$ cat src/rtl/ilm_pkg.sv
package ilm_pkg;

  // Timing
  localparam int unsigned CLK_HZ = 10_000_000;
  localparam int unsigned FLASH_HALF_MS = 500;
  localparam int unsigned FLASH_HALF_CYC = FLASH_HALF_MS * (CLK_HZ / 1000);

  // Trigger slots
  localparam int SLOTS = 5;
  localparam int SEL_W = 4;
  localparam int NUM_SIG = (1 << SEL_W) - 1;

  // Register offsets (byte addresses)
  localparam int ADDR_W = 8;
  localparam logic [7:0] OFS_CTRL = 8'h00;
  localparam logic [7:0] OFS_CMD = 8'h04;
  localparam logic [7:0] OFS_STATUS = 8'h08;
  localparam logic [7:0] OFS_HELD = 8'h0C;
  localparam logic [7:0] OFS_LAMP_BASE = 8'h10;
  localparam int LAMP_STRIDE_LOG2 = 3;
  localparam logic [2:0] OFS_LAMP_TRIG = 3'h0;
  localparam logic [2:0] OFS_LAMP_COL = 3'h4;

  // Field positions
  localparam int CTRL_REMOTE_EN_BIT = 0;
  localparam int CMD_LINK_ACK_BIT = 0;
  localparam int TRIG_SEL_LSB = 0;
  localparam int TRIG_INV_LSB = 20;
  localparam int TRIG_MODE_LSB = 25;
  localparam int COL_ON_LSB = 0;
  localparam int COL_OFF_LSB = 4;

  // Reset values
  localparam logic [31:0] CTRL_RST = 32'h0000_0000;
  localparam logic [31:0] TRIG_RST = 32'h0000_0000;
  localparam logic [31:0] COL_RST = 32'h0000_0000;

  typedef enum logic [1:0] {
    ILM_HOLD_OFF = 2'h0,
    ILM_HOLD_ON = 2'h1,
    ILM_HOLD_ALARM = 2'h2
  } ilm_hold_t;

  typedef enum logic [2:0] {
    ILM_COL_NONE = 3'h0,
    ILM_COL_GREEN = 3'h1,
    ILM_COL_RED = 3'h2,
    ILM_COL_RED_FLASH = 3'h3,
    ILM_COL_GREEN_FLASH = 3'h4
  } ilm_colour_t;

  typedef enum logic [1:0] {
    ILM_HS_BOOT = 2'b01,
    ILM_HS_RUN = 2'b10
  } ilm_health_t;

  // Returns {red, green} for a colour code and the shared flash phase
  function automatic logic [1:0] ilm_colour_drive(input logic [2:0] code, input logic phase);
    logic [1:0] rg;
    rg = 2'h0;
    case (code)
      ILM_COL_GREEN: rg = 2'b01;
      ILM_COL_RED: rg = 2'b10;
      ILM_COL_RED_FLASH: rg = {phase, 1'b0};
      ILM_COL_GREEN_FLASH: rg = {1'b0, phase};
      default: rg = 2'h0;
    endcase
    return rg;
  endfunction

endpackage

$ cat src/rtl/ilm_cfg_if.sv
`timescale 1ns/1ps
interface ilm_cfg_if;
  logic [ilm_pkg::SLOTS*ilm_pkg::SEL_W-1:0] sel;
  logic [ilm_pkg::SLOTS-1:0] inv;
  ilm_pkg::ilm_hold_t mode;

  modport regs (output sel, output inv, output mode);
  modport lamp (input sel, input inv, input mode);
endinterface

$ cat src/rtl/ilm_flash_gen.sv
`timescale 1ns/1ps
module ilm_flash_gen #(
  parameter int unsigned HALF_CYC = ilm_pkg::FLASH_HALF_CYC
) (
  input wire logic pclk,
  input wire logic presetn,
  output logic phase
);
  logic [31:0] cnt_q, cnt_d;
  logic phase_q, phase_d;

  // One divider for every lamp keeps all flashing in one phase
  always_comb begin
    cnt_d = cnt_q + 32'h1;
    phase_d = phase_q;
    if (cnt_q >= HALF_CYC - 1) begin
      cnt_d = 32'h0;
      phase_d = ~phase_q;
    end
  end

  always_ff @(posedge pclk or negedge presetn) begin
    if (!presetn) begin
      cnt_q <= 32'h0;
      phase_q <= 1'b0;
    end else begin
      cnt_q <= cnt_d;
      phase_q <= phase_d;
    end
  end

  assign phase = phase_q;
endmodule

$ cat src/rtl/ilm_lamp_cell.sv
`timescale 1ns/1ps
module ilm_lamp_cell (
  input wire logic pclk,
  input wire logic por_n,
  input wire logic [ilm_pkg::NUM_SIG-1:0] sig,
  ilm_cfg_if.lamp cfg,
  input wire logic own_clear,
  input wire logic panel_ack,
  input wire logic remote_ack,
  input wire logic alarm_ack,
  output logic active,
  output logic held
);
  logic held_q, held_d;
  logic trig;
  logic any_assigned;
  logic hold_en;
  logic clear_cause;
  logic [ilm_pkg::SEL_W-1:0] s;

  always_comb begin
    trig = 1'b0;
    any_assigned = 1'b0;
    s = '0;
    for (int i = 0; i < ilm_pkg::SLOTS; i++) begin
      s = cfg.sel[i*ilm_pkg::SEL_W +: ilm_pkg::SEL_W];
      if (s != '0) begin
        any_assigned = 1'b1;
        trig = trig | (sig[s - 4'h1] ^ cfg.inv[i]);
      end
    end
  end

  always_comb begin
    hold_en = (cfg.mode == ilm_pkg::ILM_HOLD_ON) || (cfg.mode == ilm_pkg::ILM_HOLD_ALARM);
    clear_cause = panel_ack | remote_ack | (own_clear & hold_en)
      | (alarm_ack & (cfg.mode == ilm_pkg::ILM_HOLD_ALARM));
    held_d = held_q;
    if (!hold_en || !any_assigned) begin
      held_d = 1'b0;
    end else if (trig) begin
      held_d = 1'b1;
    end else if (clear_cause) begin
      held_d = 1'b0;
    end
  end

  // Held state sits on the power-on reset so restarts do not lose it
  always_ff @(posedge pclk or negedge por_n) begin
    if (!por_n) begin
      held_q <= 1'b0;
    end else begin
      held_q <= held_d;
    end
  end

  assign active = hold_en ? (held_q | trig) : trig;
  assign held = held_q;
endmodule

$ cat src/rtl/ilm_lamp_top.sv
`timescale 1ns/1ps
module ilm_lamp_top #(
  parameter int NUM_LAMPS = 8,
  parameter int unsigned FLASH_HALF_CYC = ilm_pkg::FLASH_HALF_CYC
) (
  input wire logic pclk,
  input wire logic presetn,
  input wire logic por_n,
  input wire logic psel,
  input wire logic penable,
  input wire logic pwrite,
  input wire logic [ilm_pkg::ADDR_W-1:0] paddr,
  input wire logic [31:0] pwdata,
  output logic [31:0] prdata,
  output logic pready,
  output logic pslverr,
  input wire logic [ilm_pkg::NUM_SIG-1:0] prot_sig,
  input wire logic [NUM_LAMPS-1:0] lamp_clear_in,
  input wire logic global_lamp_clear_input,
  input wire logic prot_alarm,
  input wire logic boot_done,
  input wire logic panel_clear_key,
  output logic [NUM_LAMPS-1:0] lamp_red,
  output logic [NUM_LAMPS-1:0] lamp_green,
  output logic health_green
);

  // Bus handshake state
  logic pready_q, pready_d;
  logic pslverr_q, pslverr_d;
  logic [31:0] prdata_q, prdata_d;

  // Configuration, kept on the power-on reset together with the held states; link_ack_q is on the bus reset
  logic [31:0] ctrl_q, ctrl_d;
  logic [31:0] trig_q [NUM_LAMPS];
  logic [31:0] trig_d [NUM_LAMPS];
  logic [31:0] col_q [NUM_LAMPS];
  logic [31:0] col_d [NUM_LAMPS];
  logic link_ack_q, link_ack_d;

  // Panel key synchroniser and edge, alarm edge and remote acknowledgment
  logic key_s1_q, key_s2_q, key_s3_q;
  logic key_s1_d, key_s2_d, key_s3_d;
  logic panel_ack;
  logic alarm_prev_q, alarm_prev_d;
  logic alarm_ack;
  logic remote_ack;

  // Lamp results
  logic [NUM_LAMPS-1:0] active;
  logic [NUM_LAMPS-1:0] held;
  logic phase;
  logic [NUM_LAMPS-1:0] red_q, red_d;
  logic [NUM_LAMPS-1:0] green_q, green_d;
  ilm_pkg::ilm_health_t hs_q, hs_d;
  logic health_q, health_d;

  // Address decode
  logic acc_phase;
  logic wr_fire;
  logic in_lamp;
  logic [ilm_pkg::ADDR_W-1:0] lamp_ofs;
  int unsigned lamp_idx;
  logic [2:0] lamp_sub;
  logic mapped;

  // Register hits
  logic hit_ctrl;
  logic hit_cmd;
  logic hit_status;
  logic hit_held;
  logic hit_trig;
  logic hit_col;

  // Bits that the control, trigger and colour words store
  localparam logic [31:0] CTRL_MASK = 32'h0000_0001;
  localparam logic [31:0] TRIG_MASK = 32'h07FF_FFFF;
  localparam logic [31:0] COL_MASK = 32'h0000_0077;

  always_comb begin
    acc_phase = psel & penable;
    wr_fire = acc_phase & pwrite & pready_q;
    lamp_ofs = paddr - ilm_pkg::OFS_LAMP_BASE;
    lamp_idx = 32'(lamp_ofs >> ilm_pkg::LAMP_STRIDE_LOG2);
    lamp_sub = lamp_ofs[2:0];
    // Lamp i owns the trigger and colour words at base plus eight times i
    hit_trig = (paddr >= ilm_pkg::OFS_LAMP_BASE) && (lamp_idx < NUM_LAMPS) && (lamp_sub == ilm_pkg::OFS_LAMP_TRIG);
    hit_col = (paddr >= ilm_pkg::OFS_LAMP_BASE) && (lamp_idx < NUM_LAMPS) && (lamp_sub == ilm_pkg::OFS_LAMP_COL);
    in_lamp = hit_trig || hit_col;
    hit_ctrl = (paddr == ilm_pkg::OFS_CTRL);
    hit_cmd = (paddr == ilm_pkg::OFS_CMD);
    hit_status = (paddr == ilm_pkg::OFS_STATUS);
    hit_held = (paddr == ilm_pkg::OFS_HELD);
    mapped = in_lamp || hit_ctrl || hit_cmd || hit_status || hit_held;
  end

  // One wait state: answer in the second access cycle
  always_comb begin
    pready_d = acc_phase & ~pready_q;
    pslverr_d = acc_phase & ~pready_q & ~mapped;
    prdata_d = 32'h0000_0000;
    if (acc_phase && !pready_q && !pwrite && mapped) begin
      if (in_lamp) begin
        prdata_d = hit_trig ? trig_q[lamp_idx] : col_q[lamp_idx];
      end else begin
        unique case (paddr)
          ilm_pkg::OFS_CTRL: prdata_d = ctrl_q;
          ilm_pkg::OFS_STATUS: prdata_d = 32'(active);
          ilm_pkg::OFS_HELD: prdata_d = 32'(held);
          default: prdata_d = 32'h0000_0000;
        endcase
      end
    end
  end

  always_ff @(posedge pclk or negedge presetn) begin
    if (!presetn) begin
      pready_q <= 1'b0;
      pslverr_q <= 1'b0;
      prdata_q <= 32'h0000_0000;
    end else begin
      pready_q <= pready_d;
      pslverr_q <= pslverr_d;
      prdata_q <= prdata_d;
    end
  end

  // Register writes; only the implemented fields are stored
  always_comb begin
    ctrl_d = ctrl_q;
    link_ack_d = 1'b0;
    for (int i = 0; i < NUM_LAMPS; i++) begin
      trig_d[i] = trig_q[i];
      col_d[i] = col_q[i];
    end
    // Status and held words are read only; a write there changes nothing
    if (wr_fire && mapped) begin
      if (in_lamp) begin
        if (hit_trig) begin
          trig_d[lamp_idx] = pwdata & TRIG_MASK;
        end else begin
          col_d[lamp_idx] = pwdata & COL_MASK;
        end
      end else if (hit_ctrl) begin
        ctrl_d = pwdata & CTRL_MASK;
      end else if (hit_cmd) begin
        link_ack_d = pwdata[ilm_pkg::CMD_LINK_ACK_BIT];
      end
    end
  end

  always_ff @(posedge pclk or negedge por_n) begin
    if (!por_n) begin
      ctrl_q <= ilm_pkg::CTRL_RST;
      for (int i = 0; i < NUM_LAMPS; i++) begin
        trig_q[i] <= ilm_pkg::TRIG_RST;
        col_q[i] <= ilm_pkg::COL_RST;
      end
    end else begin
      ctrl_q <= ctrl_d;
      for (int i = 0; i < NUM_LAMPS; i++) begin
        trig_q[i] <= trig_d[i];
        col_q[i] <= col_d[i];
      end
    end
  end

  // Panel key passes two flops before the edge detector reads it
  always_comb begin
    key_s1_d = panel_clear_key;
    key_s2_d = key_s1_q;
    key_s3_d = key_s2_q;
    alarm_prev_d = prot_alarm;
  end

  // Acknowledgment sources
  always_ff @(posedge pclk or negedge presetn) begin
    if (!presetn) begin
      key_s1_q <= 1'b0;
      key_s2_q <= 1'b0;
      key_s3_q <= 1'b0;
      alarm_prev_q <= 1'b0;
      link_ack_q <= 1'b0;
    end else begin
      key_s1_q <= key_s1_d;
      key_s2_q <= key_s2_d;
      key_s3_q <= key_s3_d;
      alarm_prev_q <= alarm_prev_d;
      link_ack_q <= link_ack_d;
    end
  end

  always_comb begin
    panel_ack = key_s2_q & ~key_s3_q;
    alarm_ack = prot_alarm & ~alarm_prev_q;
    remote_ack = ctrl_q[ilm_pkg::CTRL_REMOTE_EN_BIT] & (global_lamp_clear_input | link_ack_q);
  end

  ilm_flash_gen #(
    .HALF_CYC(FLASH_HALF_CYC)
  ) u_flash (
    .pclk(pclk),
    .presetn(presetn),
    .phase(phase)
  );

  for (genvar g = 0; g < NUM_LAMPS; g++) begin : g_lamp
    ilm_cfg_if cfg_if ();
    assign cfg_if.sel = trig_q[g][ilm_pkg::TRIG_SEL_LSB +: ilm_pkg::SLOTS*ilm_pkg::SEL_W];
    assign cfg_if.inv = trig_q[g][ilm_pkg::TRIG_INV_LSB +: ilm_pkg::SLOTS];
    assign cfg_if.mode = ilm_pkg::ilm_hold_t'(trig_q[g][ilm_pkg::TRIG_MODE_LSB +: 2]);

    ilm_lamp_cell u_cell (
      .pclk(pclk),
      .por_n(por_n),
      .sig(prot_sig),
      .cfg(cfg_if.lamp),
      .own_clear(lamp_clear_in[g]),
      .panel_ack(panel_ack),
      .remote_ack(remote_ack),
      .alarm_ack(alarm_ack),
      .active(active[g]),
      .held(held[g])
    );
  end

  // Colour drive per lamp
  // Codes 5 to 7 leave the lamp dark
  always_comb begin
    logic [1:0] rg;
    rg = 2'h0;
    for (int i = 0; i < NUM_LAMPS; i++) begin
      if (active[i]) begin
        rg = ilm_pkg::ilm_colour_drive(col_q[i][ilm_pkg::COL_ON_LSB +: 3], phase);
      end else begin
        rg = ilm_pkg::ilm_colour_drive(col_q[i][ilm_pkg::COL_OFF_LSB +: 3], phase);
      end
      red_d[i] = rg[1];
      green_d[i] = rg[0];
    end
  end

  // Health lamp: fixed function, not configurable
  always_comb begin
    hs_d = hs_q;
    health_d = 1'b0;
    unique case (hs_q)
      ilm_pkg::ILM_HS_BOOT: begin
        health_d = phase;
        if (boot_done) begin
          hs_d = ilm_pkg::ILM_HS_RUN;
        end
      end
      // Once running the lamp stays steady until the bus reset
      ilm_pkg::ILM_HS_RUN: begin
        health_d = 1'b1;
      end
      default: begin
        hs_d = ilm_pkg::ILM_HS_BOOT;
      end
    endcase
  end

  always_ff @(posedge pclk or negedge presetn) begin
    if (!presetn) begin
      red_q <= '0;
      green_q <= '0;
      hs_q <= ilm_pkg::ILM_HS_BOOT;
      health_q <= 1'b0;
    end else begin
      red_q <= red_d;
      green_q <= green_d;
      hs_q <= hs_d;
      health_q <= health_d;
    end
  end

  assign prdata = prdata_q;
  assign pready = pready_q;
  assign pslverr = pslverr_q;
  assign lamp_red = red_q;
  assign lamp_green = green_q;
  assign health_green = health_q;

endmodule

$ cat config.mk
export PLATFORM = sky130hd
export DESIGN_NAME = ilm_lamp_top
export DESIGN_NICKNAME = d
export VERILOG_FILES = /design/src/rtl/ilm_pkg.sv /design/src/rtl/ilm_cfg_if.sv /design/src/rtl/ilm_flash_gen.sv /design/src/rtl/ilm_lamp_cell.sv /design/src/rtl/ilm_lamp_top.sv
export SDC_FILE = /design/constraint.sdc
export NUM_CORES = 1
export LEC_CHECK = 0
export BUFFER_PORTS_ARGS = -buffer_cell sky130_fd_sc_hd__buf_2
export CAP_MARGIN = 15
export CORE_ASPECT_RATIO = 0.7
export CORE_UTILIZATION = 51
export DETAILED_ROUTE_END_ITERATION = 8
export PLACE_DENSITY = 0.68
export SYNTH_ARGS = -nofsm -noshare
export SYNTH_HDL_FRONTEND = slang
export SYNTH_SLANG_ARGS = --single-unit
$ cat constraint.sdc
create_clock -name pclk -period 4.9 [get_ports pclk]
set_clock_uncertainty 0.05 [all_clocks]
set_input_delay 0.735 -clock pclk [delete_from_list [all_inputs] [get_ports pclk]]
set_output_delay 0.735 -clock pclk [all_outputs]
set_load 0.005 [all_outputs]
==> results.txt, run 1 <==
Full die area: 50,480 sq um
Worst skew pair latency: 0.59 ns
First-pass GRT wire length: 123,000 um
WL per Instance: 28.09 um
CP endpoint kind: flip-flop
R2R depth: 10
Total clock sinks: 359
Hold Fails Final Rpt: 0
H-tree depth: 2
Fill cells: 3,935
Final setup violation count: 0
CP Cell Sequence: inv_1 > ha_1 > xnor2_1 > mux4_2 > and2_1 > o21ba_2 > o31ai_1 > o21ai_0 > a2111oi_2 > mux2_2
FP Rows: 67
Pwr dens: 235.8 nW/um^2
I/O pins: 124
CTS tree: yes
Synth Instances: 2,185
Family with the most delay on the worst path: compound AO/OA/AOI/OAI gates
Pleak: 12.01 nW
Post-CTS Setup Repair Bufs: 0
Slew HR: 22.99%
Die Span X: 268.1 um
Largest stage delay, worst path: 0.69 ns
Outcome: completed
DR vias: 19,590
WS Path Type: flip-flop to flip-flop
Core Area: 48,370 sq um
Reg-to-reg slack, setup: 0.76 ns
Maxcap violations: 0
Initial Utilization: 52.26%
Max Slew Vio Count: 0
HPWL after DPL: 57,550 um
Slew @ Worst Pin: 1.152 ns
Vias in the first global route: 19,390
Worst r2r src: g_lamp[6].cfg_if.sel[12]
Share of layout cells above drive strength 1: 32.16%
Worst setup path startpoint: g_lamp[6].cfg_if.sel[12]
Critical path startpoint category: flip-flop
Final wirelength: 82,080 um
1st-iter DRT viols: 2,466
Clk root buf: clkbuf_16
RSZ-0062 raised after global routing: false
Layout Nets: 2,373
PortBufs: 113
EDFF count, synth: 0
CP Depth: 10
Remaining DRCs: 0
GRT Total Usage: 32.82%
Syn_area_per_cell: 11.57 sq um
FF+latch count, synth: 359
Met1 Use GR: 47.97%
Fmax achieved: 241.5 MHz
Clock transition at the registers of the reported paths: 0.06 ns
WP data required: 5.29 ns
Worst path slowest cell: a2111oi_2
GR Util met3: 9.723%
Grt total ovfl: 0
Initial antenna violation count: 2
ANT cells: 0
Syn. warnings: 0
Vias per cell: 6.704
Synth-to-Final Area Change: 10.02%
Die Y: 188.3 um
R2R Path End: lamp_green[6]
Longest Clk Path Bufs: 3
Synth cell types: 77
Worst Path Buf+Inv: 1
Dominant synthesized flop cell: dfrtp_1
Post-cts resize count: 0
Tmin final: 4.140 ns
Num CTS Buffers: 39
Final Cycle Share: 84.50%
Largest net degree at the start of global routing: 113
Critical Path Fanout Max: 11
CTS Hold Bufs: 0
ANT nets after route: 0
Hold slack: 0.1364 ns
Setup TNS: 0 ns
GRT Max-Usage Layer: met1
Sequential fraction of the synthesis area: 35.54%
GR met2 Demand/Resource: 46.22%
Pre-Repair DR Iteration Count: 5
HP Class: primary input to asynchronous set/reset pin
Worst path arrival time: 4.53 ns
Gpl congestion: 0.9370
Synthesized area: 25,280 sq um
Async SR Flop Fraction: 100.0%
Peak VDD IR: 0.2113 mV
## per-layer routing
metal	up-vias	share of wire, %
met5	-	0
met3	201	13
met1	10030	41
met4	0	3.3
met2	1168	42
li1	8196	-
## kinds of logic after synthesis
| family | synth area share, % |
|---|---|
| AOI/OAI and AO/OA | 7.122 |
| xor gates and xnor gates | 4.781 |
| adders and majority gates | 3.168 |
| buffers and inverters | 4.667 |
| DFF | 35.54 |
| muxes | 36.47 |
| other | 0.01483 |
| and+or+nand+nor | 8.241 |
## cells in the mapped netlist (all sizes together), types with 10 or more instances
cell / count / area share [%]
a21oi: 53 / 1.1
buf: 30 / 0.58
o21a: 10 / 0.30
nor2: 107 / 1.6
o31ai: 33 / 0.98
mux4: 185 / 17
clkbuf: 136 / 2.0
inv: 138 / 2.0
o21ai: 38 / 0.75
nand2b: 12 / 0.30
xnor2: 74 / 2.6
mux2i: 162 / 6.4
nor2b: 19 / 0.47
mux2: 303 / 14
nor3b: 12 / 0.36
o22ai: 16 / 0.40
nand2: 103 / 1.5
or4: 19 / 0.59
dfrtp: 358 / 35
ha: 64 / 3.2
xor2: 64 / 2.2
nor3: 41 / 0.81
a211oi: 29 / 0.86
nand3: 27 / 0.53
## sequential cells by signal, summed over array words and instances (netlist names)
signal / flops
key_s3_q: 1
ctrl_q: 1
pready: 1
col_q: 48
health_green: 1
u_flash.cnt_q: 32
prdata: 27
pslverr: 1
g_lamp.u_cell.held: 8
g_lamp.cfg_if.sel: 160
key_s1_q: 1
alarm_prev_q: 1
key_s2_q: 1
link_ack_q: 1
g_lamp.cfg_if.mode: 16
u_flash.phase: 1
hs_q: 2
lamp_green: 8
g_lamp.cfg_if.inv: 40
lamp_red: 8
## worst max path at each step
| stage | end |
|---|---|
| after detailed placement | lamp_red[4] |
| after global routing | lamp_green[6] |
| after CTS | lamp_green[6] |
| after global placement | lamp_red[1] |
| after floorplan | g_lamp[1].cfg_if.inv[0] |
| final | lamp_green[6] |
## per-stage QoR
stage | power, mW | instance area, sq um | worst slack (ns) | util, % | instances
after global routing | 6.756 | 27810 | 0.4946 | 57.50 | 2922
final | 6.560 | 27810 | 0.7596 | 57.50 | 2922
after detailed placement | 3.589 | 26510 | 0.8502 | 54.82 | 2850
after global placement | 3.577 | 26510 | 0.8583 | 54.82 | 2850
after CTS | 6.599 | 27810 | 0.8892 | 57.50 | 2922
after floorplan | 3.311 | 25330 | 0.9836 | - | 2198
## cells in the final DEF (no fill, tap or decap), types with 8 or more instances in the layout
cell and n:
a211oi_1 29, mux2_2 300, inv_1 138, o31ai_1 33
nand2b_1 12, a41oi_1 8, o21ai_0 37, mux2i_1 162
or4_1 17, nand2_1 103, and3_1 9, o21a_1 10
nor4_1 9, nor2_1 107, nor3_1 41, clkbuf_16 39
xor2_1 64, ha_1 63, clkbuf_8 8, conb_1 14
dfrtp_1 358, buf_4 48, clkinv_2 11, nand3_1 27
mux4_2 182, nor4bb_1 9, nor2b_1 19, nand3b_1 9
a21oi_1 52, nor3b_1 12, o22ai_1 16, buf_2 109
xnor2_1 74
## where the power goes
| group | internal, mW | switching (mW) | total [mW] |
|---|---|---|---|
| combinational | 0.187 | 0.383 | 0.570 |
| clock | 1.71 | 1.30 | 3.01 |
| sequential | 2.97 | 0.00713 | 2.98 |
## final cells by class
cell class / instances / area (sq um) / area share (%)
Sequential cell: 359 / 8985 / 32.30
Clock inverter: 19 / 191.4 / 0.6883
Timing Repair Buffer: 163 / 1021 / 3.671
Inverter: 139 / 521.8 / 1.876
Clock buffer: 53 / 1109 / 3.986
Tap cell: 655 / 819.5 / 2.946
Multi-Input combinational cell: 1534 / 15170 / 54.53
No activity file was read; power rests on OpenSTA's default activity.
==> inputs of run 2 (changes only) <==
--- a/config.mk
+++ b/config.mk
@@ -10,7 +10,7 @@
 export CORE_ASPECT_RATIO = 0.7
 export CORE_UTILIZATION = 51
 export DETAILED_ROUTE_END_ITERATION = 8
-export PLACE_DENSITY = 0.68
+export PLACE_DENSITY = 0.71
 export SYNTH_ARGS = -nofsm -noshare
 export SYNTH_HDL_FRONTEND = slang
 export SYNTH_SLANG_ARGS = --single-unit
==> constraint.sdc (replaced) <==
create_clock -name pclk -period 3.7 [get_ports pclk]
set_clock_uncertainty 0.05 [all_clocks]
set_input_delay 0.555 -clock pclk [delete_from_list [all_inputs] [get_ports pclk]]
set_output_delay 0.555 -clock pclk [all_outputs]
set_load 0.005 [all_outputs]
==> run 2 against run 1 <==
Compared with the run above: routed wire length up 4.0%; critical path type unchanged; largest power group unchanged; fmax up 16%; via count up 2.9%.
==> results.txt, run 2 (synthesis results as in run 1) <==
Outcome: completed
GRT Total Usage: 34.11%
Max Slew Vio Count: 0
Core Area: 48,370 sq um
GR met2 Demand/Resource: 48.49%
RSZ-0062 raised after global routing: false
Hold slack: 0.05150 ns
First-pass GRT wire length: 128,300 um
FP Rows: 67
GR Util met3: 11.53%
Post-CTS Setup Repair Bufs: 0
Die Y: 188.3 um
Num CTS Buffers: 39
Tmin final: 3.577 ns
Final Cycle Share: 96.67%
Critical path startpoint category: flip-flop
Peak VDD IR: 0.3399 mV
Total clock sinks: 359
1st-iter DRT viols: 2,339
DR vias: 20,170
Family with the most delay on the worst path: multiplexers
Worst path arrival time: 3.97 ns
Most common cell after layout, fill and taps aside: dfrtp_1
Largest register FFs: 160
Most frequent cells in the layout: dfrtp_1 (358), mux2_2 (300), mux4_2 (182), mux2i_1 (162), inv_1 (138)
Longest Clk Path Bufs: 3
Maxcap violations: 0
Share of layout cells above drive strength 1: 35.08%
Clk root buf: clkbuf_16
Pre-Repair DR Iteration Count: 8
Dpl cells: 2,953
Final wirelength: 85,350 um
Clock transition at the registers of the reported paths: 0.06 ns
Hold Fails Final Rpt: 0
Pwr dens: 303.9 nW/um^2
WS Path Type: flip-flop to flip-flop
GRT Max-Usage Layer: met1
Vias per cell: 6.662
Critical Path Fanout Max: 5
Initial Utilization: 52.26%
Gpl congestion: 0.9855
Met1 Use GR: 49.37%
Full die area: 50,480 sq um
Fill cells: 3,882
Worst Path Buf+Inv: 1
Initial antenna violation count: 4
HPWL after DPL: 62,250 um
Synth-to-Final Area Change: 13.81%
Remaining DRCs: 0
I/O pins: 124
Die Span X: 268.1 um
Pleak: 12.59 nW
Slew HR: 25.17%
ANT nets after route: 0
Largest stage delay, worst path: 0.54 ns
Slew @ Worst Pin: 1.107 ns
Largest net degree at the start of global routing: 89
CTS tree: yes
Fin cells: 3,027
Layout Nets: 2,478
Reg-to-reg slack, setup: 0.12 ns
Worst path slowest cell: or4_4
Vias in the first global route: 20,190
H-tree depth: 2
Setup TNS: 0 ns
HP Class: primary input to flip-flop
Worst skew pair latency: 0.57 ns
CP Cell Sequence: inv_1 > ha_1 > xnor2_1 > mux2i_1 > o22ai_1 > o31ai_1 > mux2_2 > or4_4 > a21oi_4 > mux2_4
Final setup violation count: 0
ANT cells: 0
WL per Instance: 28.20 um
PortBufs: 113
Grt total ovfl: 0
WP data required: 4.10 ns
CP endpoint kind: flip-flop
Fmax achieved: 279.6 MHz
==> run 2: cell count changes in the layout (fill, tap and decap cells not counted), sizes merged <==
cell / change
buf: +103
clkbuf: +2
dlygate4sd3: +2
clkinvlp: +2
inv: +2
clkinv: -6
==> run 2: metal layers <==
metal | routed length, um | share of wire (%)
met3 | 12050 | 14
met5 | 7 | 0.0082
met2 | 36130 | 42
met4 | 2467 | 2.9
met1 | 34700 | 41
==> run 2: where the power goes <==
part | switching, mW | internal (mW)
Clock | 1.71 | 2.27
Combinational | 0.512 | 0.296
Sequential | 0.00857 | 3.94
Total | 2.23 | 6.51
==> run 2: layout make-up <==
cell class / instances / area (sq um) / area share (%)
clock buffer: 55 / 1126 / 3.914
clock inverter: 17 / 156.4 / 0.5436
inverter: 139 / 521.8 / 1.813
multi-input combinational: 1534 / 15170 / 52.74
sequential: 359 / 8985 / 31.23
tap: 655 / 819.5 / 2.848
timing repair buffer: 268 / 1989 / 6.915
==> run 2: through the flow <==
step           util [%]  worst slack, ns  power (mW)  area (sq um)
3_5_place_dp      56.78          0.05337       4.798         27460
2_1_floorplan         -           0.1105       4.385         25330
3_3_place_gp      56.78           0.1089       4.784         27460
6_report          59.48           0.1233       8.744         28770
5_1_grt           59.48         0.007795       8.989         28770
4_1_cts           59.47           0.1454       8.773         28770
==> run 2: final timing paths <==
path / startpoint / endpoint / depth (start not counted)
hold reg to reg: key_s1_q / key_s2_q / 0
setup / recovery: g_lamp[1].cfg_if.sel[17] / lamp_red[1] / 10
setup reg to reg: g_lamp[1].cfg_if.sel[17] / lamp_red[1] / 10
hold / removal: panel_clear_key / key_s1_q / 1
max in group asynchronous: por_n / g_lamp[4].cfg_if.inv[1] / 3
min in group asynchronous: presetn / prdata[17] / 2
==> run 2: timing repair <==
action / CTS / global route
gates resized for setup: 0 / 1
setup endpoints to repair: 0 / 2
endpoints found under the hold margin: 43 / 0
hold buffers: 2 / 0
